### config.mk
export PLATFORM = sky130hd
export DESIGN_NAME = oadc_serial_out
export DESIGN_NICKNAME = d
export VERILOG_FILES = /design/src/design/oadc_pkg.sv /design/src/design/oadc_fifo.sv /design/src/design/oadc_delay_line.sv /design/src/design/oadc_serial_out.sv
export SDC_FILE = /design/constraint.sdc
export NUM_CORES = 2
export LEC_CHECK = 0
export BUFFER_PORTS_ARGS = -buffer_cell sky130_fd_sc_hd__buf_2
export CAP_MARGIN = 20
export CORE_MARGIN = 1
export CORE_UTILIZATION = 60
export DETAILED_ROUTE_END_ITERATION = 8
export PLACE_DENSITY = 0.78
export SLEW_MARGIN = 20
export SYNTH_ARGS = -nofsm -noshare
export SYNTH_HDL_FRONTEND = slang
export SYNTH_SLANG_ARGS = --single-unit
### constraint.sdc
create_clock -name pclk -period 3.4 [get_ports pclk]
set_input_delay 0.34 -clock pclk [delete_from_list [all_inputs] [get_ports pclk]]
set_output_delay 0.34 -clock pclk [all_outputs]
set_load 0.02 [all_outputs]
### src/design/oadc_pkg.sv
package oadc_pkg;

  ////////////////////////////////////////////////////////////////////////////////
  // widths
  localparam int unsigned N_CHAN  = 8;
  localparam int unsigned WORD_W  = 12;
  localparam int unsigned CONV_W  = N_CHAN * WORD_W;
  localparam int unsigned ADDR_W  = 8;
  localparam int unsigned DATA_W  = 32;
  localparam int unsigned N_SYNC  = 3;

  ////////////////////////////////////////////////////////////////////////////////
  // register offsets
  localparam logic [ADDR_W-1:0] OFF_CTRL    = 8'h00;
  localparam logic [ADDR_W-1:0] OFF_CHAN_PD = 8'h04;
  localparam logic [ADDR_W-1:0] OFF_CUSTOM  = 8'h08;
  localparam logic [ADDR_W-1:0] OFF_STATUS  = 8'h0C;

  // ctrl fields
  localparam int unsigned CTRL_MSB_FIRST_BIT = 0;
  localparam int unsigned CTRL_DESKEW_BIT    = 1;
  localparam int unsigned CTRL_SYNC_BIT      = 2;
  localparam int unsigned CTRL_CUSTOM_BIT    = 3;
  localparam int unsigned CTRL_MON_DIS_BIT   = 4;
  localparam int unsigned CTRL_DRIVE_LSB     = 8;

  // status fields
  localparam int unsigned STAT_PIN_PD_BIT   = 0;
  localparam int unsigned STAT_STOPPED_BIT  = 1;
  localparam int unsigned STAT_PD_ALL_BIT   = 2;
  localparam int unsigned STAT_OVERRUN_BIT  = 3;
  localparam int unsigned STAT_EMPTY_BIT    = 4;
  localparam int unsigned STAT_FULL_BIT     = 5;

  // reset values
  localparam logic [7:0]        CHAN_PD_RST = 8'h00;
  localparam logic [WORD_W-1:0] CUSTOM_RST  = 12'h000;

  ////////////////////////////////////////////////////////////////////////////////
  // types
  typedef enum logic [1:0] {DRV_3P5MA, DRV_2P5MA, DRV_4P5MA, DRV_1P75MA} oadc_drive_e;
  typedef enum logic {ST_OFF, ST_RUN} oadc_state_e;

  ////////////////////////////////////////////////////////////////////////////////
  // timing
  localparam int unsigned PCLK_FREQ_KHZ    = 20000;
  localparam int unsigned MON_MIN_FREQ_KHZ = 3000;
  localparam logic [3:0]  MON_LIMIT_CYC    = 4'(PCLK_FREQ_KHZ / MON_MIN_FREQ_KHZ);
  localparam int unsigned LATENCY_HALF_CYC = 13;
  localparam int unsigned DELAY_DEPTH      = LATENCY_HALF_CYC / 2 + 1;
  localparam int unsigned FIFO_DEPTH       = 4;
  localparam logic [3:0]  WORD_LAST_BIT    = 4'hB;
  localparam logic [3:0]  SYNC_ZERO_BITS   = 4'h6;
  localparam logic [3:0]  FRAME_HIGH_BITS  = 4'h6;

endpackage

### src/design/oadc_fifo.sv
`timescale 1ns/1ps
`default_nettype none
module oadc_fifo #(
  parameter int unsigned WIDTH = 96,
  parameter int unsigned DEPTH = 4
) (
  input  wire logic             pclk,
  input  wire logic             presetn,
  input  wire logic             in_valid,
  output logic                  in_ready,
  input  wire logic [WIDTH-1:0] in_data,
  output logic                  out_valid,
  input  wire logic             out_ready,
  output logic      [WIDTH-1:0] out_data
);
  localparam int unsigned PW = $clog2(DEPTH);

  typedef struct packed {
    logic [DEPTH-1:0][WIDTH-1:0] mem;
    logic [PW-1:0]               wr;
    logic [PW-1:0]               rd;
    logic [PW:0]                 cnt;
  } oadc_fifo_s;

  oadc_fifo_s fifo_r;
  oadc_fifo_s fifo_nxt;
  logic       push;
  logic       pop;

  assign in_ready  = (fifo_r.cnt != (PW+1)'(DEPTH));
  assign out_valid = (fifo_r.cnt != '0);
  assign out_data  = fifo_r.mem[fifo_r.rd];
  assign push      = in_valid & in_ready;
  assign pop       = out_valid & out_ready;

  ////////////////////////////////////////////////////////////////////////////////
  always_comb
  begin
    fifo_nxt = fifo_r;
    if (push)
    begin
      fifo_nxt.mem[fifo_r.wr] = in_data;
      fifo_nxt.wr             = fifo_r.wr + 1'b1;
    end
    if (pop)
      fifo_nxt.rd = fifo_r.rd + 1'b1;
    if (push && !pop)
      fifo_nxt.cnt = fifo_r.cnt + 1'b1;
    else if (pop && !push)
      fifo_nxt.cnt = fifo_r.cnt - 1'b1;
  end

  always_ff @(posedge pclk or negedge presetn)
  begin
    if (!presetn)
      fifo_r <= '0;
    else
      fifo_r <= fifo_nxt;
  end
endmodule
`default_nettype wire

### src/design/oadc_delay_line.sv
`timescale 1ns/1ps
`default_nettype none
module oadc_delay_line #(
  parameter int unsigned WIDTH = 96,
  parameter int unsigned DEPTH = 7
) (
  input  wire logic             pclk,
  input  wire logic             presetn,
  input  wire logic             shift,
  input  wire logic [WIDTH-1:0] din,
  output logic      [WIDTH-1:0] dout
);
  typedef struct packed {
    logic [DEPTH-1:0][WIDTH-1:0] stage;
  } oadc_dly_s;

  oadc_dly_s dly_r;
  oadc_dly_s dly_nxt;

  assign dout = dly_r.stage[DEPTH-1];

  ////////////////////////////////////////////////////////////////////////////////
  always_comb
  begin
    dly_nxt = dly_r;
    if (shift)
    begin
      dly_nxt.stage[0] = din;
      for (int k = 1; k < DEPTH; k++)
        dly_nxt.stage[k] = dly_r.stage[k-1];
    end
  end

  always_ff @(posedge pclk or negedge presetn)
  begin
    if (!presetn)
      dly_r <= '0;
    else
      dly_r <= dly_nxt;
  end
endmodule
`default_nettype wire

### src/design/oadc_serial_out.sv
// Contract
// - words go out lsb first by default; a control bit selects msb first
// - frame clock output marks the first bit of every 12-bit word
// - bit clock at six times the frame rate, aligned with the serial data
// - serializer shifts all twelve bits of a word within one frame period
// - deskew setting replaces data with alternating zero-one bits
// - sync setting sends six zeros then six ones, aligned to frame clock
// - a user-defined custom pattern can replace conversion data
// - four drive current settings, 3.5mA after reset
// - power-down pin high powers down references, clocks and all channels
// - each channel can be powered down alone by register
// - stopped or below-3MHz sample clock forces power-down
// - a control bit disables the stopped-clock monitor
// - reset pulse clears every configuration register to zero
// - sample appears at serializer 6.5 sample clock cycles after sampling
`timescale 1ns/1ps
`default_nettype none
module oadc_serial_out (
  input  wire logic                        pclk,
  input  wire logic                        presetn,
  input  wire logic [oadc_pkg::ADDR_W-1:0] paddr,
  input  wire logic                        psel,
  input  wire logic                        penable,
  input  wire logic                        pwrite,
  input  wire logic [oadc_pkg::DATA_W-1:0] pwdata,
  output logic                             pready,
  output logic      [oadc_pkg::DATA_W-1:0] prdata,
  output logic                             pslverr,
  input  wire logic                        sample_clock_in,
  input  wire logic                        power_down_pin,
  input  wire logic                        reset_pulse_pin,
  input  wire logic [oadc_pkg::CONV_W-1:0] conv_data,
  output logic      [oadc_pkg::N_CHAN-1:0] data_out_pos,
  output logic      [oadc_pkg::N_CHAN-1:0] data_out_neg,
  output logic                             bit_clock_out_pos,
  output logic                             bit_clock_out_neg,
  output logic                             frame_clock_out_pos,
  output logic                             frame_clock_out_neg,
  output logic      [1:0]                  drive_sel,
  output logic                             ref_power_down,
  output logic                             clk_power_down,
  output logic      [oadc_pkg::N_CHAN-1:0] chan_power_down
);

  ////////////////////////////////////////////////////////////////////////////////
  // state
  typedef struct packed {
    logic [oadc_pkg::N_SYNC-1:0] meta;
    logic [oadc_pkg::N_SYNC-1:0] sync;
    logic                        sclk_prev;
    logic [3:0]                  mon_cnt;
    logic                        stopped;
    logic                        msb_first;
    logic                        deskew;
    logic                        sync_en;
    logic                        custom_en;
    logic                        mon_dis;
    oadc_pkg::oadc_drive_e       drive;
    logic [oadc_pkg::N_CHAN-1:0] chan_pd;
    logic [oadc_pkg::WORD_W-1:0] custom;
    logic                        overrun;
    logic [oadc_pkg::DATA_W-1:0] rdata;
    logic                        slverr;
    oadc_pkg::oadc_state_e       st;
    logic [3:0]                  bit_cnt;
    logic [oadc_pkg::CONV_W-1:0] word;
    logic [oadc_pkg::N_CHAN-1:0] dout;
    logic                        bclk;
    logic                        fclk;
    logic                        active;
  } oadc_ctl_s;

  oadc_ctl_s                   ctl_r;
  oadc_ctl_s                   ctl_nxt;
  logic                        sclk_rise;
  logic                        sclk_fall;
  logic                        pin_pd;
  logic                        reset_pin;
  logic                        pd_all;
  logic                        apb_setup;
  logic                        apb_write;
  logic                        fifo_in_valid;
  logic                        fifo_in_ready;
  logic                        fifo_out_valid;
  logic                        fifo_out_ready;
  logic [oadc_pkg::CONV_W-1:0] fifo_out_data;
  logic [oadc_pkg::CONV_W-1:0] masked_conv;
  logic [oadc_pkg::CONV_W-1:0] delayed_conv;
  logic [oadc_pkg::N_CHAN-1:0] ser_bit;
  logic [3:0]                  bit_idx;
  logic [oadc_pkg::CONV_W-1:0] next_word;
  logic [oadc_pkg::DATA_W-1:0] status_word;

  ////////////////////////////////////////////////////////////////////////////////
  // pin edges and power-down decision
  assign sclk_rise = ctl_r.sync[0] & ~ctl_r.sclk_prev;
  assign sclk_fall = ~ctl_r.sync[0] & ctl_r.sclk_prev;
  assign pin_pd    = ctl_r.sync[1];
  assign reset_pin = ctl_r.sync[2];
  assign pd_all    = pin_pd | (ctl_r.stopped & ~ctl_r.mon_dis);

  ////////////////////////////////////////////////////////////////////////////////
  // latency line and word buffer
  oadc_delay_line #(
    .WIDTH (oadc_pkg::CONV_W),
    .DEPTH (oadc_pkg::DELAY_DEPTH)
  ) u_delay (
    .pclk    (pclk),
    .presetn (presetn),
    .shift   (sclk_rise),
    .din     (masked_conv),
    .dout    (delayed_conv)
  );

  // pushed on the falling edge after the seventh stage fills
  assign fifo_in_valid  = sclk_fall & ~pd_all;
  assign fifo_out_ready = ~pd_all &
                          ((ctl_r.st == oadc_pkg::ST_OFF) ||
                           (ctl_r.bit_cnt == oadc_pkg::WORD_LAST_BIT));
  assign next_word      = fifo_out_valid ? fifo_out_data : '0;

  oadc_fifo #(
    .WIDTH (oadc_pkg::CONV_W),
    .DEPTH (oadc_pkg::FIFO_DEPTH)
  ) u_fifo (
    .pclk      (pclk),
    .presetn   (presetn),
    .in_valid  (fifo_in_valid),
    .in_ready  (fifo_in_ready),
    .in_data   (delayed_conv),
    .out_valid (fifo_out_valid),
    .out_ready (fifo_out_ready),
    .out_data  (fifo_out_data)
  );

  ////////////////////////////////////////////////////////////////////////////////
  // per-channel bit select
  assign bit_idx = ctl_r.msb_first ? (oadc_pkg::WORD_LAST_BIT - ctl_r.bit_cnt)
                                   : ctl_r.bit_cnt;

  genvar gi;
  generate
    for (gi = 0; gi < oadc_pkg::N_CHAN; gi++)
    begin : g_chan
      assign masked_conv[gi*oadc_pkg::WORD_W +: oadc_pkg::WORD_W] =
        ctl_r.chan_pd[gi] ? '0 : conv_data[gi*oadc_pkg::WORD_W +: oadc_pkg::WORD_W];
      always_comb
      begin
        if (ctl_r.chan_pd[gi])
          ser_bit[gi] = 1'b0;
        else if (ctl_r.custom_en)
          ser_bit[gi] = ctl_r.custom[bit_idx];
        else if (ctl_r.sync_en)
          ser_bit[gi] = (ctl_r.bit_cnt >= oadc_pkg::SYNC_ZERO_BITS);
        else if (ctl_r.deskew)
          ser_bit[gi] = ctl_r.bit_cnt[0];
        else
          ser_bit[gi] = ctl_r.word[gi*oadc_pkg::WORD_W + int'(bit_idx)];
      end
    end
  endgenerate

  ////////////////////////////////////////////////////////////////////////////////
  // status view
  always_comb
  begin
    status_word                                = '0;
    status_word[oadc_pkg::STAT_PIN_PD_BIT]     = pin_pd;
    status_word[oadc_pkg::STAT_STOPPED_BIT]    = ctl_r.stopped;
    status_word[oadc_pkg::STAT_PD_ALL_BIT]     = pd_all;
    status_word[oadc_pkg::STAT_OVERRUN_BIT]    = ctl_r.overrun;
    status_word[oadc_pkg::STAT_EMPTY_BIT]      = ~fifo_out_valid;
    status_word[oadc_pkg::STAT_FULL_BIT]       = ~fifo_in_ready;
  end

  ////////////////////////////////////////////////////////////////////////////////
  // apb
  assign apb_setup = psel & ~penable;
  assign apb_write = psel & penable & pwrite;
  assign pready    = 1'b1;
  assign prdata    = ctl_r.rdata;
  assign pslverr   = psel & penable & ctl_r.slverr;

  ////////////////////////////////////////////////////////////////////////////////
  // next state
  always_comb
  begin
    ctl_nxt           = ctl_r;
    ctl_nxt.meta      = {reset_pulse_pin, power_down_pin, sample_clock_in};
    ctl_nxt.sync      = ctl_r.meta;
    ctl_nxt.sclk_prev = ctl_r.sync[0];

    // stopped-clock monitor
    // an edge that comes too late keeps power-down
    if (sclk_rise)
    begin
      ctl_nxt.mon_cnt = '0;
      ctl_nxt.stopped = (ctl_r.mon_cnt == oadc_pkg::MON_LIMIT_CYC);
    end
    else if (ctl_r.mon_cnt != oadc_pkg::MON_LIMIT_CYC)
      ctl_nxt.mon_cnt = ctl_r.mon_cnt + 1'b1;
    else
      ctl_nxt.stopped = 1'b1;

    // read data prepared in the setup phase
    if (apb_setup)
    begin
      ctl_nxt.slverr = 1'b0;
      ctl_nxt.rdata  = '0;
      if (paddr == oadc_pkg::OFF_CTRL)
      begin
        ctl_nxt.rdata[oadc_pkg::CTRL_MSB_FIRST_BIT] = ctl_r.msb_first;
        ctl_nxt.rdata[oadc_pkg::CTRL_DESKEW_BIT]    = ctl_r.deskew;
        ctl_nxt.rdata[oadc_pkg::CTRL_SYNC_BIT]      = ctl_r.sync_en;
        ctl_nxt.rdata[oadc_pkg::CTRL_CUSTOM_BIT]    = ctl_r.custom_en;
        ctl_nxt.rdata[oadc_pkg::CTRL_MON_DIS_BIT]   = ctl_r.mon_dis;
        ctl_nxt.rdata[oadc_pkg::CTRL_DRIVE_LSB +: 2] = ctl_r.drive;
      end
      else if (paddr == oadc_pkg::OFF_CHAN_PD)
        ctl_nxt.rdata[oadc_pkg::N_CHAN-1:0] = ctl_r.chan_pd;
      else if (paddr == oadc_pkg::OFF_CUSTOM)
        ctl_nxt.rdata[oadc_pkg::WORD_W-1:0] = ctl_r.custom;
      else if (paddr == oadc_pkg::OFF_STATUS)
        ctl_nxt.rdata = status_word;
      else
        ctl_nxt.slverr = 1'b1;
    end

    // register writes
    if (apb_write)
    begin
      if (paddr == oadc_pkg::OFF_CTRL)
      begin
        ctl_nxt.msb_first = pwdata[oadc_pkg::CTRL_MSB_FIRST_BIT];
        ctl_nxt.deskew    = pwdata[oadc_pkg::CTRL_DESKEW_BIT];
        ctl_nxt.sync_en   = pwdata[oadc_pkg::CTRL_SYNC_BIT];
        ctl_nxt.custom_en = pwdata[oadc_pkg::CTRL_CUSTOM_BIT];
        ctl_nxt.mon_dis   = pwdata[oadc_pkg::CTRL_MON_DIS_BIT];
        ctl_nxt.drive     =
          oadc_pkg::oadc_drive_e'(pwdata[oadc_pkg::CTRL_DRIVE_LSB +: 2]);
      end
      else if (paddr == oadc_pkg::OFF_CHAN_PD)
        ctl_nxt.chan_pd = pwdata[oadc_pkg::N_CHAN-1:0];
      else if (paddr == oadc_pkg::OFF_CUSTOM)
        ctl_nxt.custom = pwdata[oadc_pkg::WORD_W-1:0];
      else if (paddr == oadc_pkg::OFF_STATUS)
      begin
        if (pwdata[oadc_pkg::STAT_OVERRUN_BIT])
          ctl_nxt.overrun = 1'b0;
      end
    end

    // lost word: set wins over clear
    if (fifo_in_valid && !fifo_in_ready)
      ctl_nxt.overrun = 1'b1;

    // reset pulse clears configuration
    if (reset_pin)
    begin
      ctl_nxt.msb_first = 1'b0;
      ctl_nxt.deskew    = 1'b0;
      ctl_nxt.sync_en   = 1'b0;
      ctl_nxt.custom_en = 1'b0;
      ctl_nxt.mon_dis   = 1'b0;
      ctl_nxt.drive     = oadc_pkg::DRV_3P5MA;
      ctl_nxt.chan_pd   = oadc_pkg::CHAN_PD_RST;
      ctl_nxt.custom    = oadc_pkg::CUSTOM_RST;
      ctl_nxt.overrun   = 1'b0;
    end

    // serializer
    case (ctl_r.st)
      oadc_pkg::ST_OFF:
      begin
        ctl_nxt.dout   = '0;
        ctl_nxt.bclk   = 1'b0;
        ctl_nxt.fclk   = 1'b0;
        ctl_nxt.active = 1'b0;
        if (!pd_all)
        begin
          ctl_nxt.st      = oadc_pkg::ST_RUN;
          ctl_nxt.bit_cnt = '0;
          ctl_nxt.word    = next_word;
        end
      end
      oadc_pkg::ST_RUN:
      begin
        if (pd_all)
        begin
          ctl_nxt.st     = oadc_pkg::ST_OFF;
          ctl_nxt.dout   = '0;
          ctl_nxt.bclk   = 1'b0;
          ctl_nxt.fclk   = 1'b0;
          ctl_nxt.active = 1'b0;
        end
        else
        begin
          ctl_nxt.active = 1'b1;
          ctl_nxt.dout   = ser_bit;
          ctl_nxt.bclk   = ~ctl_r.bit_cnt[0];
          ctl_nxt.fclk   = (ctl_r.bit_cnt < oadc_pkg::FRAME_HIGH_BITS);
          if (ctl_r.bit_cnt == oadc_pkg::WORD_LAST_BIT)
          begin
            ctl_nxt.bit_cnt = '0;
            ctl_nxt.word    = next_word;
          end
          else
            ctl_nxt.bit_cnt = ctl_r.bit_cnt + 1'b1;
        end
      end
      default:
        ctl_nxt.st = oadc_pkg::ST_OFF;
    endcase
  end

  ////////////////////////////////////////////////////////////////////////////////
  // registers
  always_ff @(posedge pclk or negedge presetn)
  begin
    if (!presetn)
      ctl_r <= '0;
    else
      ctl_r <= ctl_nxt;
  end

  ////////////////////////////////////////////////////////////////////////////////
  // outputs
  assign data_out_pos        = ctl_r.dout;
  assign data_out_neg        = ctl_r.active ? ~ctl_r.dout : '0;
  assign bit_clock_out_pos   = ctl_r.bclk;
  assign bit_clock_out_neg   = ctl_r.active & ~ctl_r.bclk;
  assign frame_clock_out_pos = ctl_r.fclk;
  assign frame_clock_out_neg = ctl_r.active & ~ctl_r.fclk;
  assign drive_sel           = ctl_r.drive;
  assign ref_power_down      = pd_all;
  assign clk_power_down      = pd_all;
  assign chan_power_down     = ctl_r.chan_pd | {oadc_pkg::N_CHAN{pd_all}};

endmodule
`default_nettype wire

==> impl_metrics.toml <==
[sta]
min_period_ps = 3150
max_clock_freq_mhz = 317
worst_pin_slew_ps = 1140
rsz0062_at_grt = "false"
finalSetupViolCount = 0
slew_headroom_pct = 24.0
drv_slew = 0
finalCritPeriodShare_pct = 92.7
setup-tns-final_ps = 0
fin_worst_skew_ps = 26.0
hold_viol = 0

[global_routing]
grt_pass1_wl_um = 185000
grt_pass1_vias = 34500
grt_max_degree = 131
track_usage_pct = 26.8
antenna_found_initial = 4
overflow = 0

[yosys]
ys_warn_count = 0
yosysTopAreaCell = "dfrtp_1"
async_flop_share_pct = 100
synth_flop_cell = "dfrtp_1"
synth-edff-count = 0
netlist_instances = 4650
synthTopCellsByArea = "dfrtp_1 (60%), nand2_1 (15%), mux2_2 (8.7%)"
synth_top_area_share_pct = 59.9
synth_area_per_cell_um2 = 11.0
syn_area_um2 = 51300
ys_types = 60
ys_seq_area_share_pct = 59.9
ys_seq_elements = 1228

[placement]
place_hpwl_um = 68100
gp_congestion = 0.884
placed_area_um2 = 53300
io_buffers = 168

[final_layout]
layout_common_cells = "nand2_1 (2002), dfrtp_1 (1224), mux2_2 (398)"
syn_to_final_growth_pct = 13.9
layout-drive-gt1-share_pct = 20.2
fin_util_pct = 69.5
final_area_um2 = 58400
mostFrequentLayoutCell = "nand2_1"
nNetsFinal = 4984

[route]
finalWirelength_um = 113000
wl_per_cell_um = 18.6
viasPerCell = 5.63
first_pass_iters = 6
drt-initial-drc-count = 2771
vias = 34100
antenna_left = 0
drc = 0

[pwr]
powerDensity_nw_per_um2 = 754
p_leak_nw = 30.1
report.power.total_mw = 44.1
ir_worst_vdd_uv = 515

[cts]
tritoncts = "yes"
cts_resized = 0
htreeDepth = 3
cts_made_buffers = 115
cts_sinks = 1228
postCtsSetupRepairBufs = 0
clock_path_buffers = 3
worstSkewPairLatency_ps = 690
clkTransAtPathRegs_ps = 60
root_buffer = "clkbuf_16"

[floorplanning]
die_x_um = 294
ioPinCount = 210
die_y_um = 294
initial_core_util_pct = 61.0
num_rows = 106
dieArea_um2 = 86700
core_area_um2 = 84100

[worst_setup_path]
path_cells = "inv_1, ha_1, mux2_4, a311o_1, a2111oi_0, o31ai_1, a311o_1, nor3_1"
timing.critical_path.arrival_ps = 3710
end_kind = "flop"
slowest_delay_ps = 500
crit_path_start_kind = "flop"
worstPathRequired_ps = 3960
crit_top_cell = "a311o_1"
crit_path_max_fanout = 8
criticalPathCategory = "flop to flop"
critPathSlowestCell = "dfrtp_1"

[min_path]
hold_path.class = "primary input to flop"

[run]
max-cap-violations = 0

[run_status]
status = "finished, final reports clean"
[layout make-up]
cell class | count | area [µm²]
Clock inverter | 47 | 638
Fill cell | 5780 | 25700
Tap cell | 1134 | 1420
Sequential cell | 1228 | 30700
Clock buffer | 168 | 3340
Antenna cell | 1 | 2.50
Inverter | 17 | 63.8
Timing Repair Buffer | 370 | 3160
Multi-Input combinational cell | 3095 | 19000
[cells by family after synthesis]
family	after synthesis	share of synthesized area [%]
AND/OR/NAND/NOR	2269	17.9
flip-flops	1228	59.9
multiplexers	559	15.2
buffers and inverters	346	3.20
AO/OA/AOI/OAI	224	3.36
adder cells (fa/ha/maj)	13	0.332
XOR/XNOR	9	0.154
other	2	0.0146
[timing repair]
item,in CTS,in global routing
hold buffers,110,0
endpoints found under the hold margin,220,0
endpoints found under the setup margin,0,0
[Yosys cell counts, types with 4 or more instances]
cell type and number:
nand4_1 4, buf_1 18, o21ai_0 19, o211ai_1 9, a211oi_1 6, a21o_1 4
buf_4 53, a2111oi_0 4, a21oi_1 31, o221ai_1 4, buf_6 16, mux2i_1 25
nor2_1 34, nand2b_1 20, mux2_2 398, nand3_1 56, a22o_1 94, dfrtp_1 1228
nand3b_1 92, a311oi_1 11, o31ai_1 4, ha_1 12, or3_1 6, clkbuf_1 224
nor2b_1 19, xnor2_1 6, inv_1 15, and2_1 5, nand2_1 2003, o22ai_1 4
nor3_1 8, buf_2 18, nor3b_1 8, a22oi_1 14, nand2_2 4, mux4_2 135
[routing by layer]
metal / vias to the layer above / global-route usage, % / share of wire, %
met3: 143 / 4.79 / 5.8
li1: 15700 / - / -
met5: - / 0 / 0
met1: 17400 / 39.1 / 45
met4: 0 / 7.25 / 2.1
met2: 876 / 41.9 / 47
[flip-flops by register name (all words and copies together) (netlist names)]
register             count
u_fifo.fifo_r          391
data_out_pos             8
frame_clock_out_pos      1
bit_clock_out_pos        1
u_delay.dout            96
prdata                  12
u_delay.dly_r          576
ctl_nxt                  4
drive_sel                2
ctl_r                  137
[worst max-delay path, delay by kind of cell (launching register included)]
family | cells | cell delay (ps)
adders and majority gates | 1 | 350
DFF | 1 | 500
AOI/OAI and AO/OA | 4 | 1460
muxes | 1 | 320
and+or+nand+nor | 1 | 270
buffers and inverters | 1 | 130
[power breakdown]
group          internal [mW]  switching (mW)
registers               18.5            2.80
logic                   4.98            4.51
clock network           7.74            5.51
[per-stage QoR]
| step | hold slack [ps] | cells | setup slack (ps) |
|---|---|---|---|
| floorplan | 44.4 | 4669 | 338 |
| global placement | 336 | 5734 | 433 |
| detailed placement | 344 | 5734 | 353 |
| CTS | 3.98 | 6059 | 334 |
| global route | 26.3 | 6060 | 107 |
| finish | 68.1 | 6060 | 248 |
[final timing paths]
| path | slack [ps] | from | depth (start not counted) | to |
|---|---|---|---|---|
| min | 70 | conv_data[26] | 3 | u_delay.dly_r[26] |
| max reg2reg | 250 | ctl_r[110] | 8 | data_out_pos[5] |
| min in group asynchronous | 330 | presetn | 2 | u_delay.dly_r[381] |
| max in group asynchronous | 1930 | presetn | 3 | u_delay.dly_r[434] |
| min reg2reg | 350 | ctl_nxt[181] | 0 | ctl_r[181] |
| max | 250 | ctl_r[110] | 8 | data_out_pos[5] |
Power figures use the tool's default switching activity.
